`src/common/fault_status_params.svh`:
```
// constants for the configurable fault status capture block
// assumes a word-wide register port with byte enables on writes
// Behaviour
// RL1 - divide by zero sets bit 25 when trapping
// RL2 - divide trap only when config bit set
// RL3 - unaligned access sets bit 24 when trapping
// RL4 - multiple or doubleword unaligned always faults
// RL5 - coprocessor access sets bit 19
// RL6 - bad return code load sets bit 18
// RL7 - bad status use sets 17, not undefined
// RL8 - undecodable instruction sets bit 16
// RL9 - precise faults stack the faulting PC
// RL10 - known bus fault address sets bit 15
// RL11 - hard fault handler clears address valid; the code has no handler input, bit 15 clears on a later memmanage fault or a written one
// RL12 - entry stacking bus fault sets bit 12
// RL13 - return unstacking bus fault sets bit 11
// RL14 - imprecise bus error sets bit 10, pends
// RL15 - precise bus error sets 9, captures address
// RL16 - issued fetch bus error sets bit 8
// RL17 - valid memmanage address sets bit 7
// RL18 - entry stacking violation sets bit 4
// RL19 - return unstacking violation sets bit 3
// RL20 - writing one clears a flag
// RL21 - reserved bits read zero
// RL22 - usage, bus, memmanage bytes byte accessible
// RL23 - register resets to zero
// RL24 - flags sticky, many at once, zero ignored
`ifndef FAULT_STATUS_PARAMS_SVH
`define FAULT_STATUS_PARAMS_SVH
`define FCS_ADDR_STATUS   8'h28
`define FCS_ADDR_CONFIG   8'h14
`define FCS_ADDR_BUSADDR  8'h38
`define FCS_ADDR_MEMMANAGE_FAULT_ADDRESS_REG   8'h34
`define FCS_RESET         32'h0000_0000
`define FCS_IMPL_MASK     32'h030f_9f98
`define FCS_BIT_ZERO_DIVISOR_FLAG      25
`define FCS_BIT_UNAL      24
`define FCS_BIT_COPROCESSOR_ACCESS_FLAG      19
`define FCS_BIT_BADPC     18
`define FCS_BIT_BADST     17
`define FCS_BIT_UNKNOWN_OPCODE_FLAG     16
`define FCS_BIT_BAV       15
`define FCS_BIT_BSTK      12
`define FCS_BIT_BUSTK     11
`define FCS_BIT_ASYNC_BUS_ERROR_FLAG     10
`define FCS_BIT_PRECISE   9
`define FCS_BIT_FETCH_BUS_ERROR_FLAG      8
`define FCS_BIT_MAV       7
`define FCS_BIT_MSTK      4
`define FCS_BIT_MUSTK     3
`define CFG_BIT_UNAL_TRP  3
`define CFG_BIT_ZERO_DIVISOR_FLAG_TRP  4
`define CFG_MASK          32'h0000_0018
`endif

```
`src/common/fault_status_pkg.sv`:
```
// types for the configurable fault status capture block
// assumes fault_status_params.svh supplies the numbers
package fault_status_pkg;
    typedef logic [31:0] word_t;   // one register word
    typedef logic [3:0]  lanes_t;  // byte enables
endpackage

```
`src/rtl/fault_event_decode.sv`:
```
// fault event decoder: turns pipeline and bus reports into set bits
// assumes one-cycle event pulses from the core, synchronous to clk_i
`timescale 1ns/1ps
`include "fault_status_params.svh"
module fault_event_decode (
    input  wire logic        div_zero_i,      // divide with zero divisor
    input  wire logic        unaligned_i,     // unaligned single access
    input  wire logic        unaligned_multi_i, // unaligned ldm/stm/ldrd/strd
    input  wire logic        coproc_i,        // coprocessor access attempt
    input  wire logic        bad_pc_load_i,   // illegal return code load
    input  wire logic        bad_state_i,     // illegal status register use
    input  wire logic        unknown_opcode_flag_i,         // undecodable instruction
    input  wire logic        bus_stack_i,     // entry stacking bus fault
    input  wire logic        bus_unstack_i,   // return unstacking bus fault
    input  wire logic        bus_async_i,     // imprecise data bus error
    input  wire logic        bus_precise_i,   // precise data bus error
    input  wire logic        fetch_err_issue_i, // faulting fetch issued
    input  wire logic        mm_fault_addr_i, // memmanage fault with address
    input  wire logic        mm_stack_i,      // entry stacking violation
    input  wire logic        mm_unstack_i,    // return unstacking violation
    input  wire logic        div_trap_en_i,   // divide trap enable
    input  wire logic        unal_trap_en_i,  // unaligned trap enable
    output fault_status_pkg::word_t set_o,    // bits to set this cycle
    output logic             bav_clr_o        // later memmanage fault drops bus valid
);
    // combinational map from events to flag positions
    always_comb
    begin
        set_o = '0;
        set_o[`FCS_BIT_ZERO_DIVISOR_FLAG]    = div_zero_i & div_trap_en_i; // RL1 RL2
        set_o[`FCS_BIT_UNAL]    = (unaligned_i & unal_trap_en_i) | unaligned_multi_i; // RL3 RL4
        set_o[`FCS_BIT_COPROCESSOR_ACCESS_FLAG]    = coproc_i; // RL5
        set_o[`FCS_BIT_BADPC]   = bad_pc_load_i; // RL6
        set_o[`FCS_BIT_BADST]   = bad_state_i & ~unknown_opcode_flag_i; // RL7
        set_o[`FCS_BIT_UNKNOWN_OPCODE_FLAG]   = unknown_opcode_flag_i; // RL8
        set_o[`FCS_BIT_BSTK]    = bus_stack_i; // RL12
        set_o[`FCS_BIT_BUSTK]   = bus_unstack_i; // RL13
        set_o[`FCS_BIT_ASYNC_BUS_ERROR_FLAG]   = bus_async_i; // RL14
        set_o[`FCS_BIT_PRECISE] = bus_precise_i; // RL15
        set_o[`FCS_BIT_BAV]     = bus_precise_i; // RL10
        set_o[`FCS_BIT_FETCH_BUS_ERROR_FLAG]    = fetch_err_issue_i; // RL16
        set_o[`FCS_BIT_MAV]     = mm_fault_addr_i; // RL17
        set_o[`FCS_BIT_MSTK]    = mm_stack_i; // RL18
        set_o[`FCS_BIT_MUSTK]   = mm_unstack_i; // RL19
        // a later memmanage fault overwrites context, so bus valid drops
        bav_clr_o = mm_fault_addr_i & ~bus_precise_i; // RL10
    end
endmodule

```
`src/rtl/fault_addr_capture.sv`:
```
// fault address holder for bus and memmanage faults
// assumes the core presents the faulting address with the event
`timescale 1ns/1ps
`include "fault_status_params.svh"
module fault_addr_capture (
    input  wire logic                    clk_i,     // system clock
    input  wire logic                    reset_i,   // sync reset, high
    input  wire logic                    load_i,    // capture strobe
    input  fault_status_pkg::word_t      addr_i,    // faulting address
    output fault_status_pkg::word_t      addr_o     // held address
);
    typedef struct packed {
        fault_status_pkg::word_t addr;  // captured address
    } cap_s;
    cap_s st_ff;
    cap_s nxt_st;
    // load only on an address-carrying fault
    always_comb
    begin
        nxt_st = st_ff;
        if (load_i)
        begin
            nxt_st.addr = addr_i; // RL15
        end
    end
    // register the state copy
    always_ff @(posedge clk_i)
    begin
        if (reset_i)
            st_ff <= '0;
        else
            st_ff <= nxt_st;
    end
    assign addr_o = st_ff.addr;
endmodule

```
`src/rtl/fault_status_capture.sv`:
```
// sticky fault cause status with write-one-to-clear and trap config
// assumes a single-cycle register master; reads answer next cycle
`timescale 1ns/1ps
`include "fault_status_params.svh"
module fault_status_capture (
    input  wire logic                 clk_i,             // system clock
    input  wire logic                 reset_i,           // sync reset, high
    input  wire logic [7:0]           reg_addr_i,        // byte address
    input  fault_status_pkg::word_t   reg_wdata_i,       // write data
    input  fault_status_pkg::lanes_t  reg_be_i,          // byte enables
    input  wire logic                 reg_wr_i,          // write strobe
    input  wire logic                 reg_rd_i,          // read strobe
    output fault_status_pkg::word_t   reg_rdata_o,       // read data
    input  wire logic                 div_zero_i,        // divide by zero
    input  wire logic                 unaligned_i,       // unaligned access
    input  wire logic                 unaligned_multi_i, // unaligned multiple
    input  wire logic                 coproc_i,          // coprocessor use
    input  wire logic                 bad_pc_load_i,     // bad return load
    input  wire logic                 bad_state_i,       // bad status use
    input  wire logic                 unknown_opcode_flag_i,           // undefined opcode
    input  wire logic                 bus_stack_i,       // stacking bus fault
    input  wire logic                 bus_unstack_i,     // unstacking bus fault
    input  wire logic                 bus_async_i,       // imprecise error
    input  wire logic                 bus_precise_i,     // precise error
    input  fault_status_pkg::word_t   bus_addr_i,        // precise address
    input  wire logic                 fetch_err_issue_i, // fetch error issued
    input  wire logic                 mm_fault_addr_i,   // memmanage with addr
    input  fault_status_pkg::word_t   mm_addr_i,         // memmanage address
    input  wire logic                 mm_stack_i,        // stacking violation
    input  wire logic                 mm_unstack_i,      // unstacking violation
    input  wire logic                 bus_prio_blocked_i, // higher prio running
    output logic                      stack_fault_pc_o,  // stack faulting pc
    output logic                      bus_fault_pend_o,  // imprecise pending
    output logic                      div_trap_en_o,     // divide trap on
    output logic                      unal_trap_en_o     // unaligned trap on
);
    typedef struct packed {
        fault_status_pkg::word_t status;   // sticky flags
        fault_status_pkg::word_t cfg;      // trap enables
        fault_status_pkg::word_t rdata;    // registered read data
        logic                    pend;     // imprecise fault held back
        logic                    pc_flag;  // precise fault seen last cycle
    } st_s;
    st_s st_ff;
    st_s nxt_st;
    fault_status_pkg::word_t set_w;     // decoded set bits
    logic                    bav_clr_w; // bus valid drop
    fault_status_pkg::word_t bus_addr_w;
    fault_status_pkg::word_t mm_addr_w;

    // expand byte enables to a bit mask, used for both registers
    function automatic fault_status_pkg::word_t lane_mask(
        input fault_status_pkg::lanes_t be);
        fault_status_pkg::word_t m;
        m = '0;
        for (int i = 0; i < 4; i++)
        begin
            m[i*8 +: 8] = {8{be[i]}};
        end
        return m;
    endfunction

    fault_event_decode u_decode (
        .div_zero_i        (div_zero_i),
        .unaligned_i       (unaligned_i),
        .unaligned_multi_i (unaligned_multi_i),
        .coproc_i          (coproc_i),
        .bad_pc_load_i     (bad_pc_load_i),
        .bad_state_i       (bad_state_i),
        .unknown_opcode_flag_i           (unknown_opcode_flag_i),
        .bus_stack_i       (bus_stack_i),
        .bus_unstack_i     (bus_unstack_i),
        .bus_async_i       (bus_async_i),
        .bus_precise_i     (bus_precise_i),
        .fetch_err_issue_i (fetch_err_issue_i),
        .mm_fault_addr_i   (mm_fault_addr_i),
        .mm_stack_i        (mm_stack_i),
        .mm_unstack_i      (mm_unstack_i),
        .div_trap_en_i     (st_ff.cfg[`CFG_BIT_ZERO_DIVISOR_FLAG_TRP]),
        .unal_trap_en_i    (st_ff.cfg[`CFG_BIT_UNAL_TRP]),
        .set_o             (set_w),
        .bav_clr_o         (bav_clr_w)
    );

    // stacking faults never write an address
    fault_addr_capture u_bus_addr (
        .clk_i   (clk_i),
        .reset_i (reset_i),
        .load_i  (bus_precise_i), // RL15
        .addr_i  (bus_addr_i),
        .addr_o  (bus_addr_w)
    );

    fault_addr_capture u_mm_addr (
        .clk_i   (clk_i),
        .reset_i (reset_i),
        .load_i  (mm_fault_addr_i), // RL17
        .addr_i  (mm_addr_i),
        .addr_o  (mm_addr_w)
    );

    // next-state logic: clears first, then sets so an event wins
    always_comb
    begin
        nxt_st = st_ff;
        nxt_st.rdata = '0;
        // write ones clear, zeros and reserved lanes do nothing
        if (reg_wr_i && reg_addr_i == `FCS_ADDR_STATUS)
        begin
            nxt_st.status = st_ff.status
                & ~(reg_wdata_i & lane_mask(reg_be_i)); // RL20 RL22 RL24
        end
        if (reg_wr_i && reg_addr_i == `FCS_ADDR_CONFIG)
        begin
            nxt_st.cfg = (st_ff.cfg & ~lane_mask(reg_be_i))
                | (reg_wdata_i & lane_mask(reg_be_i) & `CFG_MASK); // RL2
        end
        // a later memmanage fault invalidates the bus address
        if (bav_clr_w)
        begin
            nxt_st.status[`FCS_BIT_BAV] = 1'b0; // RL10
        end
        // hardware sets override any clear in the same cycle
        nxt_st.status = (nxt_st.status | set_w) & `FCS_IMPL_MASK; // RL24 RL21
        // imprecise fault waits while higher priority code runs
        if (bus_async_i && bus_prio_blocked_i)
            nxt_st.pend = 1'b1; // RL14
        else if (!bus_prio_blocked_i)
            nxt_st.pend = 1'b0; // RL14
        // precise faults report the faulting instruction for stacking
        nxt_st.pc_flag = div_zero_i & st_ff.cfg[`CFG_BIT_ZERO_DIVISOR_FLAG_TRP]
            | unknown_opcode_flag_i | (bad_state_i & ~unknown_opcode_flag_i) | bad_pc_load_i
            | bus_precise_i; // RL9 RL6
        // read data mux, unmapped addresses read zero
        if (reg_rd_i)
        begin
            case (reg_addr_i)
                `FCS_ADDR_STATUS:  nxt_st.rdata = st_ff.status; // RL21
                `FCS_ADDR_CONFIG:  nxt_st.rdata = st_ff.cfg;
                `FCS_ADDR_BUSADDR: nxt_st.rdata = bus_addr_w;
                `FCS_ADDR_MEMMANAGE_FAULT_ADDRESS_REG:  nxt_st.rdata = mm_addr_w;
                default:           nxt_st.rdata = '0;
            endcase
        end
    end

    // register the state copy
    always_ff @(posedge clk_i)
    begin
        if (reset_i)
        begin
            st_ff.status  <= `FCS_RESET; // RL23
            st_ff.cfg     <= '0;
            st_ff.rdata   <= '0;
            st_ff.pend    <= 1'b0;
            st_ff.pc_flag <= 1'b0;
        end
        else
            st_ff <= nxt_st;
    end

    assign reg_rdata_o      = st_ff.rdata;
    assign stack_fault_pc_o = st_ff.pc_flag;
    assign bus_fault_pend_o = st_ff.pend;
    assign div_trap_en_o    = st_ff.cfg[`CFG_BIT_ZERO_DIVISOR_FLAG_TRP];
    assign unal_trap_en_o   = st_ff.cfg[`CFG_BIT_UNAL_TRP];
endmodule

```
`config.mk`:
```
export PLATFORM = sky130hd
export DESIGN_NAME = fault_status_capture
export DESIGN_NICKNAME = d
export VERILOG_FILES = /design/src/common/fault_status_pkg.sv /design/src/rtl/fault_event_decode.sv /design/src/rtl/fault_addr_capture.sv /design/src/rtl/fault_status_capture.sv
export VERILOG_INCLUDE_DIRS = /design/src /design/src/common
export SDC_FILE = /design/constraint.sdc
export NUM_CORES = 1
export LEC_CHECK = 0
export CORE_AREA = 8 8 106 108
export DETAILED_ROUTE_END_ITERATION = 16
export DIE_AREA = 0 0 114 116
export DONT_BUFFER_PORTS = 1
export PLACE_DENSITY_LB_ADDON = 0.05
export SKIP_LAST_GASP = 1
export SYNTH_ARGS = -nofsm -noshare
export SYNTH_HDL_FRONTEND = slang
export SYNTH_HIERARCHICAL = 1
export SYNTH_SLANG_ARGS = --single-unit
```
`constraint.sdc`:
```
create_clock -name clk_i -period 3.55 [get_ports clk_i]
set_input_delay 0.71 -clock clk_i [delete_from_list [all_inputs] [get_ports clk_i]]
set_output_delay 0.71 -clock clk_i [all_outputs]
set_load 0.01 [all_outputs]
```
# Word level (Yosys, flattened, before mapping)

Cells that the tools add are included.

Output and inout bits: 36
Bits in writable memories: 0
Memory bits (read-only): 0
Bits in latches: 0
Memories kept: 0
Bits in registers: 145

Bitwise operators: 19
Divide/modulo/power cells: 0
$mul: 0
Eq/ne operators: 5
Mux-type cells: 5
Reductions and logical operators: 4
Order comparisons: 0
Add/sub/neg operators: 0
Shift operators: 0

Operators by type and width:

| cell               | count |
|---|---|
| $pmux 32 s4        | 1 |
| $and 26x26->26     | 2 |
| $and 32x32->32     | 1 |
| $not 32->32        | 1 |
| $or 32x5->32       | 1 |
| $mux 26            | 1 |
| $not 26->26        | 1 |
| $or 26x26->26      | 1 |
| $eq 8x6->1 const B | 3 |
| $eq 8x5->1 const B | 1 |
| $or 1x1->1         | 5 |
| $and 1x1->1        | 4 |
| $logic_and 1x1->1  | 3 |
| $mux 1             | 3 |
| $not 1->1          | 3 |
| $ne 2x1->1 const B | 1 |
| $reduce_or 2->1    | 1 |

# Longest topological paths before layout

Gate-level depths: netlist of the first run.

Depth after elaboration: 6
Gate-level depth with buffers: 6

# Cells and area by module

The synthesis of the first run kept the hierarchy.

By module, submodules not included:

| module               | seq. area each (µm²) | cells each | instances | area an instance (µm²) |
|---|---|---|---|---|
| fault_status_capture | 1621.6               | 371        | 1         | 3510.9 |
| fault_addr_capture   | 640.6                | 103        | 2         | 1163.6 |
| fault_event_decode   | 0.0                  | 34         | 1         | 247.7 |

# Worst setup path before layout of the first run

OpenSTA, ideal clock, no wires.

Path type: input -> register
Start point: input reg_addr_i[5]
End point: register st_ff[69] (netlist name)
Setup slack: 1.266 ns
Cell stages on the path: 5
Required time: 3.418 ns
Arrival time: 2.152 ns
Path through: clkbuf_1 -> nor3b_1 -> or3b_1 -> nor4b_1 -> nor3_1

Longest elaborated chain between the ends: 4

RTL lines:

| item                               | line                        | RTL |
|---|---|---|
| start, declared                    | fault_status_capture.sv:8   | `input wire logic [7:0] reg_addr_i,` |
| $eq 8x6->1                         | -                           |  |
| $logic_and 1x1->1 (no source line) | -                           |  |
| $mux 26                            | fault_status_capture.sv:108 | `` if (reg_wr_i && reg_addr_i == `FCS_ADDR_STATUS) `` |
| $or 26x26->26                      | fault_status_capture.sv:124 | `` nxt_st.status = (nxt_st.status \| set_w) & `FCS_IMPL_MASK; `` |
| end signal, assigned               | fault_status_capture.sv:159 | `st_ff <= nxt_st;` |
| end, declared                      | fault_status_capture.sv:44  | `st_s st_ff;` |

No other way between the ends.
A chain may end at the register's enable or synchronous reset.

# Worst setup path in the final report of the first run

Start point: input reg_addr_i[2]
End point: register st_ff, in the netlist reg_rdata_o[19]

Longest elaborated chain between the ends: 2

RTL lines:

| item                                     | line                        | RTL |
|---|---|---|
| $eq 8x6->1 or $eq 8x5->1 (tied branches) | fault_status_capture.sv:137 | `case (reg_addr_i)` |
| $pmux 32 s4 *                            | fault_status_capture.sv:137 |  |

Every way passes the cells marked *; elsewhere a longest branch is shown, timed or not.

==> results.py, run 1 <==
metrics = {
    "setup_path": {
        "cp_slowest_cell": "or4b_1",
        "cp-end-kind": "register",
        "path_class": "input pin to register",
        "worstPathRequired_ps": 3990,
        "crit_end": "reg_rdata_o[19]",
        "rr_worst_depth": 3,
        "arrival_ps": 2640,
        "startpoint": "reg_addr_i[2]",
        "critPathLaunchType": "input pin",
        "rrSetupSlack_ps": 2500,
        "r2r_end": "st_ff[91]",
        "slowest_delay_ps": 850,
        "cp_cell_sequence": "or4b_1 > nor4_4 > buf_4 > a22oi_1 > a21oi_2",
        "crit_cells": 5,
        "worst-path-buf-inv": 1,
        "path_delay_family": "simple AND/OR/NAND/NOR gates",
        "cp_max_fo": 32,
    },
    "clock_network": {
        "clk_pin_slew_worst_paths_ps": 60,
        "cts_setup_buffers": 0,
        "cts_root_buf": "clkbuf_8",
        "cts_resized": 0,
        "cts_tree": "yes",
        "cts_hold_buffers": 0,
        "clockBufferDepth": 2,
        "clock_latency_ps": 510,
        "cts_buffers": 17,
        "cts_num_sinks": 145,
        "htree_levels": 4,
    },
    "logic_synthesis": {
        "ys_warn_count": 6,
        "syn-num-nets": 721,
        "netlist_instances": 593,
        "synth_area_um2": 5950,
        "synth_area_per_cell_um2": 10.0,
    },
    "power_and_ir_drop": {
        "p_leak_nw": 2.43,
        "power_per_cell_area_nw_per_um2": 590,
        "peakVddDrop_v": 0.000280,
    },
    "global_route": {
        "grtUsageTotal": 0.208,
        "grt_pass1_wl_um": 21200,
        "overflow": 0,
        "gr-usage-met1": 0.247,
        "grtUsageMet2": 0.329,
        "use_met3": 0.0933,
        "grt_max_degree": 89,
        "antenna_found_initial": 0,
        "grt-busiest-layer": "met2",
        "grt_pass1_vias": 4000,
    },
    "route": {
        "route.detailed.drc": 0,
        "vias_per_cell": 5.68,
        "drt-total-wl_um": 13400,
        "wl_per_cell_um": 19.6,
        "drtIter0Drc": 249,
        "via_count": 3867,
        "ant_nets": 0,
        "first_pass_iters": 4,
    },
    "placed_design": {
        "placed_cells_incl_taps": 650,
        "gp_congestion": 0.715,
        "portBuffers": 0,
        "hpwlAfterDp_um": 9090,
    },
    "timing": {
        "worst_pin_slew_ps": 835,
        "fin_skew_ps": 9.86,
        "hold_violations": 0,
        "rsz0062_at_grt": "no",
        "period_share": 0.620,
        "clock.fmax_mhz": 455,
        "finalMaxSlewViolations": 0,
        "min_period_ps": 2200,
        "relSlewSlack": 0.441,
        "setup_viol": 0,
        "setup_tns_ps": 0,
    },
    "layout": {
        "num_antenna_cells": 0,
        "layout-drive-gt1-share": 0.124,
        "utilization": 0.645,
        "area_growth_pct": 3.51,
        "layoutNonFillerInstCount": 681,
        "nNetsFinal": 664,
    },
    "floorplan": {
        "dieArea_um2": 13200,
        "core_um2": 9550,
        "die_w_um": 114,
        "boundaryPins": 164,
        "die_h_um": 116,
        "num_rows": 36,
        "start_util": 0.624,
    },
    "outcome": {
        "outcome": "completed",
    },
    "worst_hold_path": {
        "min_path_type": "input pin to register",
        "min-delay-start": "reset_i",
        "hold_depth": 1,
    },
    "run": {
        "cap_violations": 0,
    },
}
## through the flow
step	power (W)	hold slack, ps	instance area (µm²)	worst slack [ps]
after global routing	0.00378	239	6160	1280
final	0.00364	277	6160	1350
after detailed placement	0.00186	445	5560	828
after global placement	0.00186	442	5560	845
after floorplan	0.00189	429	5950	1270
after CTS	0.00367	239	6160	1380
## worst register-to-register path: stages (launching register included)
cell and delay, ps:
dfxtp_1 500, and2_1 200, inv_1 40, a311oi_1 220
## report_power, final
part / internal (W) / leakage (nW) / total (W) / switching (W)
Combinational: 0.0000636 / 0.939 / 0.000113 / 0.0000493
Sequential: 0.00168 / 1.19 / 0.00171 / 0.0000286
Clock: 0.00117 / 0.300 / 0.00181 / 0.000643
Total: 0.00292 / 2.43 / 0.00364 / 0.000721
## layer usage
metal | vias up | share of wire | routed length, µm
met4 | 0 | 0.010 | 137
met1 | 1826 | 0.44 | 5920
li1 | 1887 | - | -
met2 | 137 | 0.46 | 6100
met5 | - | 0 | 0
met3 | 17 | 0.091 | 1210
## layout by cell type, fill, tap and decap left out, types with 2 or more instances in the layout
| cell | instances |
|---|---|
| a31oi_1 | 4 |
| nor2b_1 | 2 |
| clkbuf_8 | 3 |
| nor3_1 | 4 |
| mux2i_1 | 67 |
| a311oi_1 | 12 |
| a21oi_2 | 27 |
| dfxtp_1 | 145 |
| nor2_1 | 86 |
| bufinv_16 | 4 |
| a222oi_1 | 2 |
| clkbuf_16 | 16 |
| and3_1 | 18 |
| and2_1 | 31 |
| a21oi_1 | 5 |
| nor4b_1 | 3 |
| clkinv_2 | 5 |
| a22oi_1 | 29 |
| o21ai_0 | 15 |
| buf_4 | 5 |
| nand2_1 | 17 |
| inv_1 | 15 |
| nor3b_1 | 17 |
## worst min path at each step
stage and end:
4_1_cts register, 2_1_floorplan st_ff[63], 6_report u_bus_addr/addr_o[7], 3_5_place_dp st_ff[46], 5_1_grt u_bus_addr/addr_o[0], 3_3_place_gp st_ff[63]
## cell type report
class | count | area [µm²]
Multi-Input combinational cell | 352 | 2390
Clock buffer | 20 | 445
Timing Repair Buffer | 5 | 37.5
Fill cell | 813 | 3390
Clock inverter | 11 | 161
Tap cell | 133 | 166
Sequential cell | 145 | 2900
Inverter | 15 | 56.3
## registers in the layout (all words and copies together), names as in the netlist, named ones only
register           cells
reg_rdata_o           32
stack_fault_pc_o       1
st_ff                 45
bus_fault_pend_o       1
u_bus_addr/addr_o     32
u_mm_addr/addr_o      32
Note: power is estimated with default switching activity, not from simulation.
==> run 2, diff against run 1 <==
CORE_AREA = 8 8 108 110   (was 8 8 106 108)
DIE_AREA = 0 0 116 118   (was 0 0 114 116)
clock period = 2.1 ns   (was 3.55 ns; I/O delays follow)
==> results.py, run 2 (synthesized netlist as in run 1, its figures left out) <==
metrics = {
    "layout": {
        "top_register": "st_ff",
        "mostFrequentLayoutCells": "dfxtp_1 (145), nor2_1 (86), mux2i_1 (67)",
        "nNetsFinal": 685,
        "num_antenna_cells": 0,
        "final_common_cell": "dfxtp_1",
        "layout-drive-gt1-share": 0.134,
        "largest_reg_flops": 45,
        "area_growth_pct": 8.01,
    },
    "timing": {
        "relSlewSlack": 0.391,
        "finalMaxSlewViolations": 0,
        "setup_tns_ps": 0,
        "min_period_ps": 1550,
        "period_share": 0.739,
        "hold_violations": 0,
        "holdWs_ps": 43.9,
        "fin_skew_ps": 6.99,
        "clock.fmax_mhz": 644,
        "rsz0062_at_grt": "no",
        "worst_pin_slew_ps": 910,
        "setup_viol": 0,
    },
    "clock_network": {
        "cts_buffers": 17,
        "cts_tree": "yes",
        "clockBufferDepth": 2,
        "cts_setup_buffers": 0,
        "cts_root_buf": "clkbuf_8",
        "htree_levels": 4,
        "clk_pin_slew_worst_paths_ps": 60,
        "cts_num_sinks": 145,
        "clock_latency_ps": 520,
    },
    "route": {
        "first_pass_iters": 4,
        "drtIter0Drc": 264,
        "via_count": 3854,
        "vias_per_cell": 5.47,
        "wl_per_cell_um": 19.7,
        "route.detailed.drc": 0,
        "ant_nets": 0,
        "drt-total-wl_um": 13900,
    },
    "setup_path": {
        "cp-end-kind": "register",
        "critPathLaunchType": "input pin",
        "rr_worst_depth": 3,
        "cp_slowest_cell": "or4b_2",
        "r2r_end": "st_ff[91]",
        "worstPathRequired_ps": 2560,
        "startpoint": "reg_addr_i[7]",
        "crit_end": "reg_rdata_o[21]",
        "rrSetupSlack_ps": 1030,
        "slowest_delay_ps": 690,
        "arrival_ps": 2010,
        "cp_max_fo": 25,
        "path_class": "input pin to register",
        "cp_cell_sequence": "or4_1 > or4b_2 > buf_12 > a21oi_2",
    },
    "floorplan": {
        "die_w_um": 116,
        "num_rows": 37,
        "start_util": 0.595,
        "core_um2": 10000,
        "dieArea_um2": 13700,
        "die_h_um": 118,
        "boundaryPins": 164,
    },
    "power_and_ir_drop": {
        "peakVddDrop_v": 0.000404,
        "pwr-share-comb": 0.039,
        "sequentialPowerShare": 0.457,
        "p_switching_w": 0.00126,
        "power_per_cell_area_nw_per_um2": 984,
        "p_leak_nw": 2.54,
        "power_w": 0.00633,
        "clockPowerShare": 0.504,
        "switching_share": 0.199,
        "p_int_w": 0.00507,
    },
    "global_route": {
        "antenna_found_initial": 0,
        "grtUsageTotal": 0.207,
        "grt_pass1_vias": 3976,
        "overflow": 0,
        "grt_pass1_wl_um": 21600,
        "grt_max_degree": 84,
    },
    "placed_design": {
        "hpwlAfterDp_um": 9420,
        "gp_congestion": 0.805,
        "portBuffers": 0,
    },
    "worst_hold_path": {
        "min_path_type": "input pin to register",
    },
    "outcome": {
        "outcome": "completed",
    },
    "run": {
        "cap_violations": 0,
    },
}
==> run 2: cell count changes in the layout (fill, tap and decap cells not counted), sizes merged <==
cell,delta
bufinv,+1
dlygate4sd3,+12
clkinvlp,+1
buf,+9
clkinv,-2
==> run 2: worst max-delay path, delay by kind of cell <==
| kind | cells | cell delay (ps) |
|---|---|---|
| buffers and inverters | 1 | 210 |
| AOI/OAI and AO/OA | 1 | 120 |
| and+or+nand+nor | 2 | 1230 |
==> run 2: how the worst min path moves through the flow <==
stage	startpoint	end	cells past startpoint
3_3_place_gp	st_ff[58]	st_ff[58]	1
2_1_floorplan	st_ff[63]	st_ff[63]	1
6_report	bus_unstack_i	st_ff[77]	2
3_5_place_dp	st_ff[55]	st_ff[55]	1
5_1_grt	bus_prio_blocked_i	bus_fault_pend_o	1
4_1_cts	bus_unstack_i	st_ff[77]	2
==> run 2: routing by layer <==
metal | track usage | vias up | wire [µm]
met5 | 0 | - | 0
met4 | 0.0892 | 0 | 240
met3 | 0.0877 | 19 | 1240
met2 | 0.316 | 125 | 6420
met1 | 0.246 | 1783 | 5990
li1 | - | 1927 | -
==> run 2: metrics by stage <==
stage                     cell area [µm²]   util  instances  worst slack, ps
after global placement               5650  0.565        661             53.7
final                                6430  0.643        705              548
after CTS                            6430  0.643        705              580
after detailed placement             5650  0.565        661             26.6
after floorplan                      5950      -        593              106
after global routing                 6430  0.643        705              477
==> run 2: area by class of cell <==
class	instances	area (µm²)
Tap cell	136	170
Fill cell	832	3570
Clock buffer	20	445
Multi-Input combinational cell	352	2390
Sequential cell	145	2900
Inverter	15	56.3
Timing Repair Buffer	26	283
Clock inverter	11	185
==> run 2: repair_timing <==
item	in CTS	in global routing
setup endpoints to repair	0	0
gates resized for setup	0	0
hold buffers	13	0
hold endpoints to repair	83	0
==> run 2: power groups by stage <==
stage	clock, W	sequential, W	combinational, W
after floorplan	0	0.00294	0.000262
after global placement	0	0.00295	0.000190
after detailed placement	0	0.00295	0.000197
after CTS	0.00325	0.00290	0.000247
after global routing	0.00338	0.00290	0.000276
final	0.00319	0.00290	0.000246
